$ cat config.mk
export PLATFORM = sky130hd
export DESIGN_NAME = achp_port
export DESIGN_NICKNAME = d
export VERILOG_FILES = /design/src/core/achp_pkg.sv /design/src/core/achp_fifo_if.sv /design/src/core/achp_fifo.sv /design/src/core/achp_port.sv
export SDC_FILE = /design/constraint.sdc
export NUM_CORES = 1
export LEC_CHECK = 0
export BUFFER_PORTS_ARGS = -buffer_cell sky130_fd_sc_hd__buf_2
export CAP_MARGIN = 20
export CORE_MARGIN = 4
export CORE_UTILIZATION = 30
export DETAILED_ROUTE_END_ITERATION = 6
export SLEW_MARGIN = 20
export SYNTH_ARGS = -nofsm -noshare
export SYNTH_HDL_FRONTEND = slang
export SYNTH_SLANG_ARGS = --single-unit
$ cat constraint.sdc
create_clock -name SYS_CLK_IN -period 2.1 [get_ports SYS_CLK_IN]
set_input_delay 0.105 -clock SYS_CLK_IN [delete_from_list [all_inputs] [get_ports SYS_CLK_IN]]
set_output_delay 0.105 -clock SYS_CLK_IN [all_outputs]
set_load 0.1 [all_outputs]
$ cat src/core/achp_pkg.sv
package achp_pkg;
  // Direct register offsets within the four-byte window.
  localparam logic [1:0] OFS_INDEX  = 2'h0;
  localparam logic [1:0] OFS_WINDOW = 2'h1;
  localparam logic [1:0] OFS_STATUS = 2'h2;
  localparam logic [1:0] OFS_PIO    = 2'h3;
  // Index pointer layout and fixed read values.
  localparam int unsigned IDX_MCE_BIT = 6;
  localparam int unsigned IDX_TRD_BIT = 5;
  localparam logic [7:0] IDX_RESET_VAL = 8'h40;
  localparam logic [7:0] BUSY_READ_VAL = 8'h80;
  // Indirect register indices that the port logic itself interprets.
  localparam logic [4:0] IND_FMT    = 5'h08;
  localparam logic [4:0] IND_CFG    = 5'h09;
  localparam logic [4:0] IND_PIN    = 5'h0A;
  localparam logic [4:0] IND_MODE   = 5'h0C;
  localparam logic [4:0] IND_PUB    = 5'h0E;
  localparam logic [4:0] IND_PLB    = 5'h0F;
  localparam logic [4:0] IND_ALT1   = 5'h10;
  localparam logic [4:0] IND_AFS    = 5'h18;
  localparam logic [4:0] IND_CAPFMT = 5'h1C;
  localparam logic [4:0] IND_CUB    = 5'h1E;
  localparam logic [4:0] IND_CLB    = 5'h1F;
  // Write masks for protected fields.
  localparam logic [7:0] MASK_HI4   = 8'hF0;
  localparam logic [7:0] MASK_LO4   = 8'h0F;
  localparam logic [7:0] MASK_CFG6  = 8'hFC;
  localparam logic [7:0] MASK_SERIAL = 8'h0E;
  localparam logic [7:0] MASK_FORMAT_BIT_HIGH  = 8'h80;
  localparam logic [7:0] MASK_DTM   = 8'h04;
  // Bit positions inside indirect registers.
  localparam int unsigned ALT1_CAPTURE_FORMAT_CHANGE_FLAG_BIT = 5;
  localparam int unsigned ALT1_PLAYBACK_FORMAT_CHANGE_FLAG_BIT = 4;
  localparam int unsigned CFG_PEN_BIT = 0;
  localparam int unsigned CFG_CEN_BIT = 1;
  localparam int unsigned PIN_IEN_BIT = 1;
  localparam int unsigned MODE_EXT_BIT = 6;
  localparam logic [7:0] MODE_RESET_VAL = 8'h8A;
  localparam int unsigned AFS_CO_BIT = 2;
  localparam int unsigned AFS_PU_BIT = 0;
  // Format codes (FORMAT_BIT_HIGH, FORMAT_BIT_LOW, C/L).
  localparam logic [2:0] FMT_U8 = 3'h0;
  localparam logic [2:0] FMT_ULAW = 3'h1;
  localparam logic [2:0] FMT_S16LE = 3'h2;
  localparam logic [2:0] FMT_ALAW = 3'h3;
  localparam logic [2:0] FMT_ADPCM = 3'h5;
  localparam logic [2:0] FMT_S16BE = 3'h6;
  // Calibration lengths in sample periods, indexed by the calibration code.
  localparam logic [7:0] CAL_LEN_CONV = 8'd136;
  localparam logic [7:0] CAL_LEN_DAC = 8'd40;
  localparam logic [7:0] CAL_LEN_FULL = 8'd168;
  // Sample forwarding FIFO shape.
  localparam int unsigned FIFO_WIDTH = 32;
  localparam int unsigned FIFO_DEPTH = 4;
  // Byte tracker state.
  typedef enum logic [1:0] {BYTE_0, BYTE_1, BYTE_2, BYTE_3} achp_byte_t;
endpackage : achp_pkg

$ cat src/core/achp_fifo_if.sv
`timescale 1ns/1ps
`default_nettype none
// Valid/ready word stream between the port logic and its sample FIFO.
interface achp_fifo_if #(parameter int unsigned W = 32);
  logic         valid; // Producer offers a word.
  logic         ready; // Consumer accepts a word.
  logic [W-1:0] data;  // Word carried.
  modport src (output valid, output data, input ready);
  modport snk (input valid, input data, output ready);
endinterface : achp_fifo_if
`default_nettype wire

$ cat src/core/achp_fifo.sv
`timescale 1ns/1ps
`default_nettype none
module achp_fifo #(
  parameter int unsigned WIDTH = 32,
  parameter int unsigned DEPTH = 4
) (
  input  wire logic clk_in,
  input  wire logic srst_in,
  achp_fifo_if.snk  wr,
  achp_fifo_if.src  rd
);
  localparam int unsigned AW = $clog2(DEPTH);
  logic [WIDTH-1:0] mem_q [DEPTH];  // Storage array.
  logic [AW-1:0]    wptr_q, wptr_d; // Write pointer.
  logic [AW-1:0]    rptr_q, rptr_d; // Read pointer.
  logic [AW:0]      cnt_q, cnt_d;   // Occupancy.
  logic             push, pop;      // Handshakes of this cycle.

  // Full and empty come straight from the occupancy count.
  assign wr.ready = (cnt_q != (AW+1)'(DEPTH));
  assign rd.valid = (cnt_q != '0);
  assign rd.data  = mem_q[rptr_q];
  assign push = wr.valid && wr.ready;
  assign pop  = rd.valid && rd.ready;

  // Pointer and count updates.
  always_comb begin
    wptr_d = push ? wptr_q + AW'(1) : wptr_q;
    rptr_d = pop ? rptr_q + AW'(1) : rptr_q;
    cnt_d  = cnt_q + (AW+1)'(push) - (AW+1)'(pop);
  end

  // Registers only; memory has no reset since it is qualified by the count.
  always_ff @(posedge clk_in) begin
    if (srst_in) begin
      wptr_q <= '0;
      rptr_q <= '0;
      cnt_q  <= '0;
    end else begin
      wptr_q <= wptr_d;
      rptr_q <= rptr_d;
      cnt_q  <= cnt_d;
    end
    if (push) begin
      mem_q[wptr_q] <= wr.data;
    end
  end
endmodule : achp_fifo
`default_nettype wire

$ cat src/core/achp_port.sv
// Overview of operation
// Rate/format halves writable under change flags.
// Config upper six need mode change.
// Serial bits need mode change.
// Capture format upper four need flags.
// Extended-only bits and registers 16-31.
// Legacy mode shares playback base counts.
// Four-bit level codes map linearly.
// Six-bit attenuation 1.5 dB per step.
// Five-bit mixer gain +12 dB start.
// Rate divide plus clock base select.
// Three format bits select data format.
// Index selects register, resets to 010x0000.
// Transfer disable stalls DMA during interrupt.
// Index reads 80h while busy.
// Window and data port read 80h busy.
// Status write clears interrupt bit.
// Ready bits show port data state.
// Side and half bits name byte.
// Sample error on overrun or underrun.
// Data port writes playback, reads capture.
// Capture reads advance tracker, hold last.
// Playback writes advance, extra ignored.
// Host writes index before window access.
// Starts legacy; mode bit enables extended.
// Mode change fall starts calibration.
// Status write only clears interrupt.
// Host reads status before data access.
`timescale 1ns/1ps
`default_nettype none
module achp_port
  import achp_pkg::*;
(
  input  wire logic       SYS_CLK_IN,          // System clock, 25 MHz.
  input  wire logic       SRST_IN,             // Synchronous reset, active high.
  input  wire logic [1:0] ADDR_IN,             // Offset from the codec base.
  input  wire logic       RD_IN,               // Read strobe, one cycle.
  input  wire logic       WR_IN,               // Write strobe, one cycle.
  input  wire logic [7:0] WDATA_IN,            // Write data.
  input  wire logic       INIT_BUSY_IN,        // Codec initialising.
  input  wire logic [1:0] POWER_MGMT_IN,       // Power management code.
  input  wire logic       CAP_SAMPLE_VALID_IN, // New capture sample, one cycle.
  input  wire logic [31:0] CAP_SAMPLE_IN,      // Capture sample bytes, first byte low.
  input  wire logic       SAMPLE_TICK_IN,      // One sample period, one cycle.
  input  wire logic       PLAY_SAMPLE_READY_IN,// DAC side takes a sample.
  input  wire logic       CODEC_IRQ_SET_IN,    // Internal interrupt event.
  input  wire logic       PLAY_IRQ_IN,         // Playback interrupt source.
  input  wire logic       CAP_IRQ_IN,          // Capture interrupt source.
  output logic [7:0]      RDATA_OUT,           // Read data.
  output logic            PLAY_SAMPLE_VALID_OUT, // Sample offered to DACs.
  output logic [31:0]     PLAY_SAMPLE_OUT,     // Sample to DACs.
  output logic            IRQ_OUT,             // Interrupt request pin level.
  output logic            PLAY_DMA_ALLOW_OUT,  // Playback DMA may run.
  output logic            CAP_DMA_ALLOW_OUT,   // Capture DMA may run.
  output logic            CAL_BUSY_OUT,        // Calibration running.
  output logic [7:0]      PLAY_COUNT_HI_OUT,   // Base count used by playback.
  output logic [7:0]      PLAY_COUNT_LO_OUT,
  output logic [7:0]      CAP_COUNT_HI_OUT,    // Base count used by capture.
  output logic [7:0]      CAP_COUNT_LO_OUT
);
  logic [7:0]  ind_q [32];           // Indirect register file.
  logic [7:0]  ind_d [32];
  logic [4:0]  idx_q, idx_d;         // Low index bits.
  logic        mce_q, mce_d;         // Mode change flag.
  logic        trd_q, trd_d;         // Transfer disable flag.
  logic        int_q, int_d;         // Interrupt status.
  logic        ser_q, ser_d;         // Sample error.
  logic [7:0]  cap_data_q, cap_data_d; // Capture byte shown on the port.
  logic [31:0] cap_smp_q, cap_smp_d; // Capture sample held.
  logic        capture_ready_bit_q, capture_ready_bit_d;       // Capture byte fresh.
  achp_byte_t  cbyte_q, cbyte_d;     // Capture byte tracker.
  logic        crearm_q, crearm_d;   // Status read seen since last sample load.
  logic [31:0] pl_smp_q, pl_smp_d;   // Playback sample being assembled.
  achp_byte_t  pbyte_q, pbyte_d;     // Playback byte tracker.
  logic        pfull_q, pfull_d;     // All playback bytes written.
  logic        prearm_q, prearm_d;   // Status read seen after fill.
  logic [7:0]  cal_q, cal_d;         // Calibration sample countdown.
  logic        busy;                 // Init or software power-down.
  logic        ext;                  // Extended mode.
  logic [2:0]  pfmt, cfmt;           // Effective formats.
  logic [1:0]  plast, clast;         // Last byte index of a sample.
  logic        stat_rd, pio_rd, pio_wr, win_wr;
  logic        push_ok;              // FIFO accepts the playback sample.
  logic [7:0]  wmask;                // Writable bits of the indexed register.

  achp_fifo_if #(.W(FIFO_WIDTH)) fin ();
  achp_fifo_if #(.W(FIFO_WIDTH)) fout ();

  // Playback samples queue toward the DACs; a stalled DAC side backs up here.
  achp_fifo #(.WIDTH(FIFO_WIDTH), .DEPTH(FIFO_DEPTH)) u_fifo (
    .clk_in (SYS_CLK_IN),
    .srst_in(SRST_IN),
    .wr     (fin),
    .rd     (fout)
  );
  assign fout.ready = PLAY_SAMPLE_READY_IN;
  assign PLAY_SAMPLE_VALID_OUT = fout.valid;
  assign PLAY_SAMPLE_OUT = fout.data;

  // Busy states block index, window and data port writes and force 80h reads there; status reads and writes still work.
  assign busy = INIT_BUSY_IN || (POWER_MGMT_IN == 2'h1);
  // mode select
  assign ext = ind_q[IND_MODE][MODE_EXT_BIT];
  assign stat_rd = RD_IN && (ADDR_IN == OFS_STATUS);
  // port direction split
  assign pio_rd = RD_IN && (ADDR_IN == OFS_PIO) && !busy;
  assign pio_wr = WR_IN && (ADDR_IN == OFS_PIO) && !busy;
  assign win_wr = WR_IN && (ADDR_IN == OFS_WINDOW) && !busy;

  // Effective formats; legacy mode forces the top format bit low and shares one format.
  // top format bit
  // format decode
  assign pfmt = {ext & ind_q[IND_FMT][7], ind_q[IND_FMT][6:5]};
  assign cfmt = ext ? ind_q[IND_CAPFMT][7:5] : pfmt;

  // Last byte of one sample from format and stereo bit; ADPCM runs four bytes.
  function automatic logic [1:0] last_byte(input logic [2:0] f, input logic st);
    logic wide;
    wide = (f == FMT_S16LE) || (f == FMT_S16BE);
    if (f == FMT_ADPCM) begin
      last_byte = 2'h3;
    end else begin
      // Sixteen-bit stereo runs four bytes, so both bits are set then.
      last_byte = {wide & st, wide | st};
    end
  endfunction
  assign plast = last_byte(pfmt, ind_q[IND_FMT][4]);
  assign clast = last_byte(cfmt, ext ? ind_q[IND_CAPFMT][4] : ind_q[IND_FMT][4]);

  // Side bit: 1 for left, mono, or ADPCM bytes one and two.
  function automatic logic side_bit(input logic [2:0] f, input logic st, input achp_byte_t b);
    logic wide;
    wide = (f == FMT_S16LE) || (f == FMT_S16BE);
    if (f == FMT_ADPCM || wide) begin
      side_bit = !st || (b < BYTE_2) || (f == FMT_ADPCM && b < BYTE_2);
      if (f == FMT_ADPCM) side_bit = (b < BYTE_2);
    end else begin
      side_bit = !st || (b == BYTE_0);
    end
  endfunction

  // Half bit: 1 for upper, any 8-bit format, or ADPCM bytes two and four.
  function automatic logic half_bit(input logic [2:0] f, input achp_byte_t b);
    if ((f == FMT_S16LE) || (f == FMT_S16BE) || (f == FMT_ADPCM)) begin
      half_bit = b[0];
    end else begin
      half_bit = 1'b1;
    end
  endfunction

  // Writable mask for the indexed register under the protection flags.
  always_comb begin
    wmask = 8'hFF;
    unique case (idx_q)
      // rate/format protection
      // legacy top format bit
      IND_FMT: wmask = ((mce_q ? MASK_LO4 : 8'h00)
                     | ((mce_q || ind_q[IND_ALT1][ALT1_PLAYBACK_FORMAT_CHANGE_FLAG_BIT]) ? MASK_HI4 : 8'h00))
                     & (ext ? 8'hFF : ~MASK_FORMAT_BIT_HIGH);
      // config protection
      IND_CFG: wmask = mce_q ? 8'hFF : ~MASK_CFG6;
      // serial bit protection
      IND_ALT1: wmask = mce_q ? 8'hFF : ~MASK_SERIAL;
      // capture format protection
      IND_CAPFMT: wmask = (mce_q || ind_q[IND_ALT1][ALT1_CAPTURE_FORMAT_CHANGE_FLAG_BIT]) ? MASK_HI4 : 8'h00;
      // extended-only test bit
      IND_PIN: wmask = ext ? 8'hFF : ~MASK_DTM;
      default: wmask = 8'hFF;
    endcase
  end

  // Next state of the register file and PIO machinery.
  always_comb begin
    for (int i = 0; i < 32; i++) begin
      ind_d[i] = ind_q[i];
    end
    idx_d = idx_q;
    mce_d = mce_q;
    trd_d = trd_q;
    int_d = int_q;
    ser_d = ser_q;
    cap_data_d = cap_data_q;
    cap_smp_d = cap_smp_q;
    capture_ready_bit_d = capture_ready_bit_q;
    cbyte_d = cbyte_q;
    crearm_d = crearm_q;
    pl_smp_d = pl_smp_q;
    pbyte_d = pbyte_q;
    pfull_d = pfull_q;
    prearm_d = prearm_q;
    cal_d = cal_q;
    // index write lock
    // index pointer
    if (WR_IN && (ADDR_IN == OFS_INDEX) && !busy) begin
      idx_d = {ext & WDATA_IN[4], WDATA_IN[3:0]};
      mce_d = WDATA_IN[IDX_MCE_BIT];
      trd_d = WDATA_IN[IDX_TRD_BIT];
    end
    // Level and rate codes are stored as written; the converter side decodes them.
    // level codes stored
    // attenuation codes stored
    // mixer gain stored
    // rate codes stored
    // window reaches upper registers only in extended mode
    // window write lock
    if (win_wr && (ext || !idx_q[4])) begin
      ind_d[idx_q] = (ind_q[idx_q] & ~wmask) | (WDATA_IN & wmask);
    end
    // calibration start
    if (mce_q && !mce_d) begin
      unique case (ind_q[IND_CFG][4:3])
        2'h1: cal_d = CAL_LEN_CONV;
        2'h2: cal_d = CAL_LEN_DAC;
        2'h3: cal_d = CAL_LEN_FULL;
        default: cal_d = 8'h00;
      endcase
    end else if (SAMPLE_TICK_IN && (cal_q != 8'h00)) begin
      cal_d = cal_q - 8'h01;
    end
    // interrupt clear
    // status write side effect
    if (CODEC_IRQ_SET_IN) begin
      int_d = 1'b1;
    end else if (WR_IN && (ADDR_IN == OFS_STATUS)) begin
      int_d = 1'b0;
    end
    // A status read arms the capture tracker, and arms the playback tracker only once its sample is full.
    if (stat_rd) begin
      crearm_d = 1'b1;
      if (pfull_q) prearm_d = 1'b1;
    end
    // capture tracker advance and hold
    if (pio_rd) begin
      capture_ready_bit_d = 1'b0;
      if (cbyte_q != achp_byte_t'(clast)) begin
        cbyte_d = achp_byte_t'(cbyte_q + 2'h1);
        cap_data_d = cap_smp_q[8*(cbyte_q+2'h1) +: 8];
        capture_ready_bit_d = 1'b1;
      end
    end
    if (CAP_SAMPLE_VALID_IN && ind_q[IND_CFG][CFG_CEN_BIT]) begin
      // capture overrun
      if (capture_ready_bit_q || cbyte_q != achp_byte_t'(clast)) begin
        ser_d = 1'b1;
        ind_d[IND_AFS][AFS_CO_BIT] = 1'b1;
      end
      if (crearm_q || stat_rd) begin
        cap_smp_d = CAP_SAMPLE_IN;
        cap_data_d = CAP_SAMPLE_IN[7:0];
        cbyte_d = BYTE_0;
        capture_ready_bit_d = 1'b1;
        crearm_d = 1'b0;
      end
    end
    // playback tracker, extra bytes ignored
    if (pio_wr && !pfull_q) begin
      pl_smp_d[8*pbyte_q +: 8] = WDATA_IN;
      if (pbyte_q == achp_byte_t'(plast)) begin
        pfull_d = 1'b1;
      end else begin
        pbyte_d = achp_byte_t'(pbyte_q + 2'h1);
      end
    end
    // Sample handed to the FIFO once a status read follows the fill.
    if (push_ok) begin
      pfull_d = 1'b0;
      prearm_d = 1'b0;
      pbyte_d = BYTE_0;
    end
    // playback underrun
    if (SAMPLE_TICK_IN && ind_q[IND_CFG][CFG_PEN_BIT] && !fout.valid) begin
      ser_d = 1'b1;
      ind_d[IND_AFS][AFS_PU_BIT] = 1'b1;
    end
  end

  assign fin.valid = prearm_q && pfull_q;
  assign fin.data = pl_smp_q;
  assign push_ok = fin.valid && fin.ready;

  // Register all state.
  always_ff @(posedge SYS_CLK_IN) begin
    if (SRST_IN) begin
      for (int i = 0; i < 32; i++) begin
        ind_q[i] <= 8'h00;
      end
      ind_q[IND_MODE] <= MODE_RESET_VAL;
      idx_q <= IDX_RESET_VAL[4:0];
      mce_q <= IDX_RESET_VAL[IDX_MCE_BIT];
      trd_q <= IDX_RESET_VAL[IDX_TRD_BIT];
      int_q <= 1'b0;
      ser_q <= 1'b0;
      cap_data_q <= 8'h00;
      cap_smp_q <= 32'h0000_0000;
      capture_ready_bit_q <= 1'b0;
      cbyte_q <= BYTE_0;
      crearm_q <= 1'b1;
      pl_smp_q <= 32'h0000_0000;
      pbyte_q <= BYTE_0;
      pfull_q <= 1'b0;
      prearm_q <= 1'b0;
      cal_q <= 8'h00;
    end else begin
      for (int i = 0; i < 32; i++) begin
        ind_q[i] <= ind_d[i];
      end
      idx_q <= idx_d;
      mce_q <= mce_d;
      trd_q <= trd_d;
      int_q <= int_d;
      ser_q <= ser_d;
      cap_data_q <= cap_data_d;
      cap_smp_q <= cap_smp_d;
      capture_ready_bit_q <= capture_ready_bit_d;
      cbyte_q <= cbyte_d;
      crearm_q <= crearm_d;
      pl_smp_q <= pl_smp_d;
      pbyte_q <= pbyte_d;
      pfull_q <= pfull_d;
      prearm_q <= prearm_d;
      cal_q <= cal_d;
    end
  end

  // Read multiplexer; data is combinational from registered state, sampled with RD_IN.
  always_comb begin
    RDATA_OUT = 8'h00;
    unique case (ADDR_IN)
      // busy index read
      OFS_INDEX: RDATA_OUT = busy ? BUSY_READ_VAL : {INIT_BUSY_IN, mce_q, trd_q, idx_q};
      // busy window read
      OFS_WINDOW: RDATA_OUT = busy ? BUSY_READ_VAL : ((ext || !idx_q[4]) ? ind_q[idx_q] : 8'h00);
      // ready bits
      // byte position bits
      OFS_STATUS: RDATA_OUT = {half_bit(cfmt, cbyte_q),
                               side_bit(cfmt, ext ? ind_q[IND_CAPFMT][4] : ind_q[IND_FMT][4], cbyte_q),
                               capture_ready_bit_q, ser_q,
                               half_bit(pfmt, pbyte_q),
                               side_bit(pfmt, ind_q[IND_FMT][4], pbyte_q),
                               !pfull_q, int_q};
      OFS_PIO: RDATA_OUT = busy ? BUSY_READ_VAL : cap_data_q;
      default: RDATA_OUT = 8'h00;
    endcase
  end

  // interrupt pin gating
  assign IRQ_OUT = int_q && ind_q[IND_PIN][PIN_IEN_BIT];
  // transfer disable stall
  assign PLAY_DMA_ALLOW_OUT = !(trd_q && int_q && PLAY_IRQ_IN);
  assign CAP_DMA_ALLOW_OUT = !(trd_q && int_q && CAP_IRQ_IN);
  assign CAL_BUSY_OUT = (cal_q != 8'h00);
  // shared counts in legacy mode
  assign PLAY_COUNT_HI_OUT = ind_q[IND_PUB];
  assign PLAY_COUNT_LO_OUT = ind_q[IND_PLB];
  assign CAP_COUNT_HI_OUT = ext ? ind_q[IND_CUB] : ind_q[IND_PUB];
  assign CAP_COUNT_LO_OUT = ext ? ind_q[IND_CLB] : ind_q[IND_PLB];

  // write clears interrupt
  a_int_clear: assert property (@(posedge SYS_CLK_IN) disable iff (SRST_IN)
    (WR_IN && ADDR_IN == OFS_STATUS && !CODEC_IRQ_SET_IN) |=> !int_q)
    else $error("interrupt not cleared by status write");
  // busy index read
  a_busy_index: assert property (@(posedge SYS_CLK_IN) disable iff (SRST_IN)
    (busy && ADDR_IN == OFS_INDEX) |-> RDATA_OUT == BUSY_READ_VAL)
    else $error("index not 80h while busy");
  // busy data port read
  a_busy_pio: assert property (@(posedge SYS_CLK_IN) disable iff (SRST_IN)
    (busy && ADDR_IN == OFS_PIO) |-> RDATA_OUT == BUSY_READ_VAL)
    else $error("data port not 80h while busy");
  // extra writes ignored
  a_play_hold: assert property (@(posedge SYS_CLK_IN) disable iff (SRST_IN)
    (pio_wr && pfull_q) |=> $stable(pl_smp_q))
    else $error("playback byte taken past sample end");
  // transfer disable stall
  a_trd_stall: assert property (@(posedge SYS_CLK_IN) disable iff (SRST_IN)
    (trd_q && int_q && PLAY_IRQ_IN) |-> !PLAY_DMA_ALLOW_OUT)
    else $error("playback DMA not stalled");
  // calibration start
  a_cal_start: assert property (@(posedge SYS_CLK_IN) disable iff (SRST_IN)
    (mce_q && !mce_d && ind_q[IND_CFG][4:3] == 2'h3) |=> cal_q == CAL_LEN_FULL)
    else $error("full calibration length wrong");
  // shared counts in legacy mode
  a_legacy_cnt: assert property (@(posedge SYS_CLK_IN) disable iff (SRST_IN)
    !ext |-> CAP_COUNT_LO_OUT == PLAY_COUNT_LO_OUT)
    else $error("legacy capture count not shared");
  // rate/format protection
  a_fmt_lock: assert property (@(posedge SYS_CLK_IN) disable iff (SRST_IN)
    (win_wr && idx_q == IND_FMT && !mce_q) |=> ind_q[IND_FMT][3:0] == $past(ind_q[IND_FMT][3:0]))
    else $error("rate bits changed without mode change");
endmodule : achp_port
`default_nettype wire
==> results.toml <==
[status]
status = "complete, but fails checks"
violations = "negative setup slack"

[sta]
fin_setup_tns_ns = -26.30
fmax_ghz = 0.3427
setup_viol = 163
rsz0062_at_grt = "true"
relSlewSlack = 0.5482
hold-worst-slack_ns = 0.09589
finalClockSkew_ns = 0.01613
finalHoldViolations = 0
final-max-slew-violation-count = 0
final.setup.worst_slack_ns = -0.8179
tightest_slew_ns = 0.6763
period_minus_slack_ns = 2.918
finalCritPeriodShare = 1.389

[yosys]
syn-cell-area_mm2 = 0.02123
synth_edf_count = 128
syn-num-nets = 1998
synthCells = 1928
yosysWarnings = 0
synth_seq_area_share = 0.5196
synth_cell_types = 76
synth_seq_cells = 487
synth.avg_cell_area_um2 = 11.01
synth_async_sr_flop_share = 0
synth_ff_type = "dfxtp_1"

[global_route]
grt_overflow_total = 0
grtUsageTotal = 0.1732
grtUsageMet1 = 0.2231
grt_pass1_vias = 16792
grt_max_degree = 80
top_usage_layer = "met2"
antenna_found_initial = 5
gr-usage-met2 = 0.2936
met3_usage = 0.02783
grt_pass1_wl_um = 101600

[clock_network]
clk_pin_slew_worst_paths_ns = 0.06
cts_root_buffer = "clkbuf_16"
cts_tree = "done"
cts_buffers = 50
clkLatencyLatePin_ns = 0.59
cts.path.max_buffers = 3
clock-sinks = 487
ctsHtreeMaxLevel = 2

[drt]
avgViaCountPerCell = 5.163
wl_per_cell_um = 20.56
drc = 0
dr.pass1.iters = 5
drtAntennaViolNets = 0
drt_iter0_markers = 1499
drt_wl_total_um = 67570
vias = 16964

[power]
combPwrFrac = 0.219
totalPowerFinal_w = 0.02374
swShare = 0.2957
p_leak_nw = 10.46
power.density_mw_per_mm2 = 808.0
internal-power_w = 0.01672
peakVddDrop_v = 0.0008083
seqPwrFrac = 0.413
p_clk_frac = 0.368
switching_power_w = 0.007022

[place]
port_buffers = 131
dp.cells = 3072
place_ws_ns = -0.4228
hpwl_um = 45910
gp_congestion = 0.9101

[min_path]
worstHoldPathCells = 5
hp-start = "PLAY_SAMPLE_READY_IN"
hold_class = "input port to flop"
holdPathEnd = "u_fifo.rptr_q[0]"

[finish]
ff_latch_area_mm2 = 0.01110
multiInputGateArea_mm2 = 0.01045
syn_to_final_growth_pct = 38.43
n_fill_cell = 6475
drive_gt1_frac = 0.3596
num-nets-final = 2375
final_cells = 3286

[floorplan]
die_w_um = 274.0
ios = 132
core_mm2 = 0.07003
dieArea_mm2 = 0.07508
die_h_um = 274.0
initial_core_util = 0.3031
fp-row-count = 97

[worst_setup_path]
critPathCaptureType = "output port"
path_class = "flop to output port"
reg2reg_depth = 11
cp_max_fo = 8
reg2reg_to = "ind_q[16][1]"
start_kind = "flop"
r2r_slack_ns = -0.40
crit_arrival_ns = 2.81
cp.required_ns = 2.00

[job]
drv_cap = 0
synth_stat cells, types with 7 or more instances:
library cell | instances | area (µm²)
nand3_1 | 66 | 330.3
a21oi_1 | 143 | 715.7
o21ai_0 | 45 | 225.2
buf_2 | 43 | 215.2
o221ai_1 | 9 | 78.83
nor3_1 | 18 | 90.09
a22oi_1 | 9 | 67.56
nand2b_1 | 24 | 150.1
buf_1 | 9 | 33.78
buf_6 | 9 | 101.4
mux2_2 | 33 | 371.6
a221o_1 | 12 | 120.1
nor3b_1 | 7 | 52.55
xnor2_1 | 10 | 87.58
mux2i_1 | 154 | 1541
clkbuf_1 | 73 | 274.0
nor2_2 | 7 | 43.79
and2_1 | 19 | 118.9
nor2b_1 | 15 | 93.84
a211oi_1 | 53 | 397.9
mux4_2 | 96 | 2162
or2_2 | 7 | 43.79
ha_1 | 14 | 175.2
nor2_1 | 216 | 810.8
inv_1 | 21 | 78.83
edfxtp_1 | 128 | 3844
nand3b_1 | 18 | 135.1
nand2_1 | 220 | 825.8
dfxtp_1 | 359 | 7187
worst max-delay path, stage by stage (launching register included):
cell and delay [ns]:
dfxtp_4 0.39, buf_12 0.15, buf_4 0.14, mux4_2 0.51
mux2i_1 0.17, a22o_1 0.23, a221oi_2 0.05, buf_4 0.17
a21o_4 0.23, buf_12 0.16
through the flow:
step	util	cell area, µm²
after floorplan	-	21400
after global placement	0.3618	25340
after detailed placement	0.3618	25340
after CTS	0.4055	28400
after global routing	0.4196	29390
final	0.4196	29390
cell families (layout without fill, tap and decap cells):
kind of cell,count (synthesis),in the layout,share of synthesized area
AOI/OAI and AO/OA,309,310,0.09000
xor gates and xnor gates,14,14,0.005776
adders and majority gates,15,15,0.009194
buffers and inverters,161,575,0.03489
DFF,487,487,0.5196
muxes,284,284,0.1930
other,0,2,0
and+or+nand+nor,658,659,0.1475
how the worst max path moves through the flow:
stage	from	endpoint	slack (ns)	cells past startpoint
after detailed placement	flop	ind_q[9][4]	-0.42	9
after CTS	flop	RDATA_OUT[0]	-0.88	8
after global placement	flop	RDATA_OUT[2]	-0.38	9
after floorplan	cal_q[5]	cal_q[7]	-0.16	7
final	flop	RDATA_OUT[7]	-0.82	9
after global routing	flop	RDATA_OUT[0]	-0.90	8
flip-flops by register name (all words and copies together), names as in the netlist, 2 cells and up, named ones only:
| name | flops |
|---|---|
| cal_q | 8 |
| cap_data_q | 8 |
| pbyte_q | 2 |
| u_fifo.wptr_q | 2 |
| cbyte_q | 2 |
| cap_smp_q | 24 |
| u_fifo.mem_q | 128 |
| u_fifo.cnt_q | 3 |
| fin.data | 32 |
| ind_q | 256 |
| u_fifo.rptr_q | 2 |
| idx_q | 5 |
cell type report:
type | count | share of cell area
Antenna cell | 2 | 0.0001703
Clock buffer | 68 | 0.04730
Clock inverter | 23 | 0.006940
Inverter | 23 | 0.003023
Multi-Input combinational cell | 1282 | 0.3554
Sequential cell | 487 | 0.3777
Tap cell | 940 | 0.04002
Timing Repair Buffer | 461 | 0.1695
power by group through the flow:
| stage | sequential [W] | combinational, W | clock, W |
|---|---|---|---|
| after global placement | 0.00996 | 0.00467 | 0 |
| final | 0.00980 | 0.00519 | 0.00875 |
| after CTS | 0.00980 | 0.00508 | 0.00889 |
| after floorplan | 0.00995 | 0.00305 | 0 |
| after detailed placement | 0.00997 | 0.00469 | 0 |
| after global routing | 0.00982 | 0.00543 | 0.00931 |
cell usage in the layout (no fill, tap or decap), types with 20 or more instances in the layout:
cell	synthesis	routed
a211oi_1	53	22
a211oi_2	2	32
a21oi_1	143	129
buf_12	0	96
buf_2	43	73
buf_4	4	171
buf_6	9	62
clkbuf_16	0	54
dfxtp_1	359	333
dlygate4sd3_1	0	47
edfxtp_1	128	128
inv_1	21	20
mux2_2	33	28
mux2i_1	154	139
mux4_2	96	96
nand2_1	220	202
nand2b_1	24	23
nand3_1	66	62
nor2_1	216	184
nor2_2	7	27
o21ai_0	45	27
routing by layer:
metal,part of all wire,vias up
met4,0.037,4
met3,0.061,166
met5,0.00040,-
li1,-,7739
met1,0.41,8431
met2,0.49,624
timing repair:
item                                   in CTS  in global routing
setup endpoints to repair                 199                278
gates cloned                                7                  5
endpoints found under the hold margin      89                  0
buffers inserted                           38                 34
pin swaps                                  42                 87
resized for setup                         133                196
hold buffers                               47                  0
No activity file was read; power rests on OpenSTA's default activity.
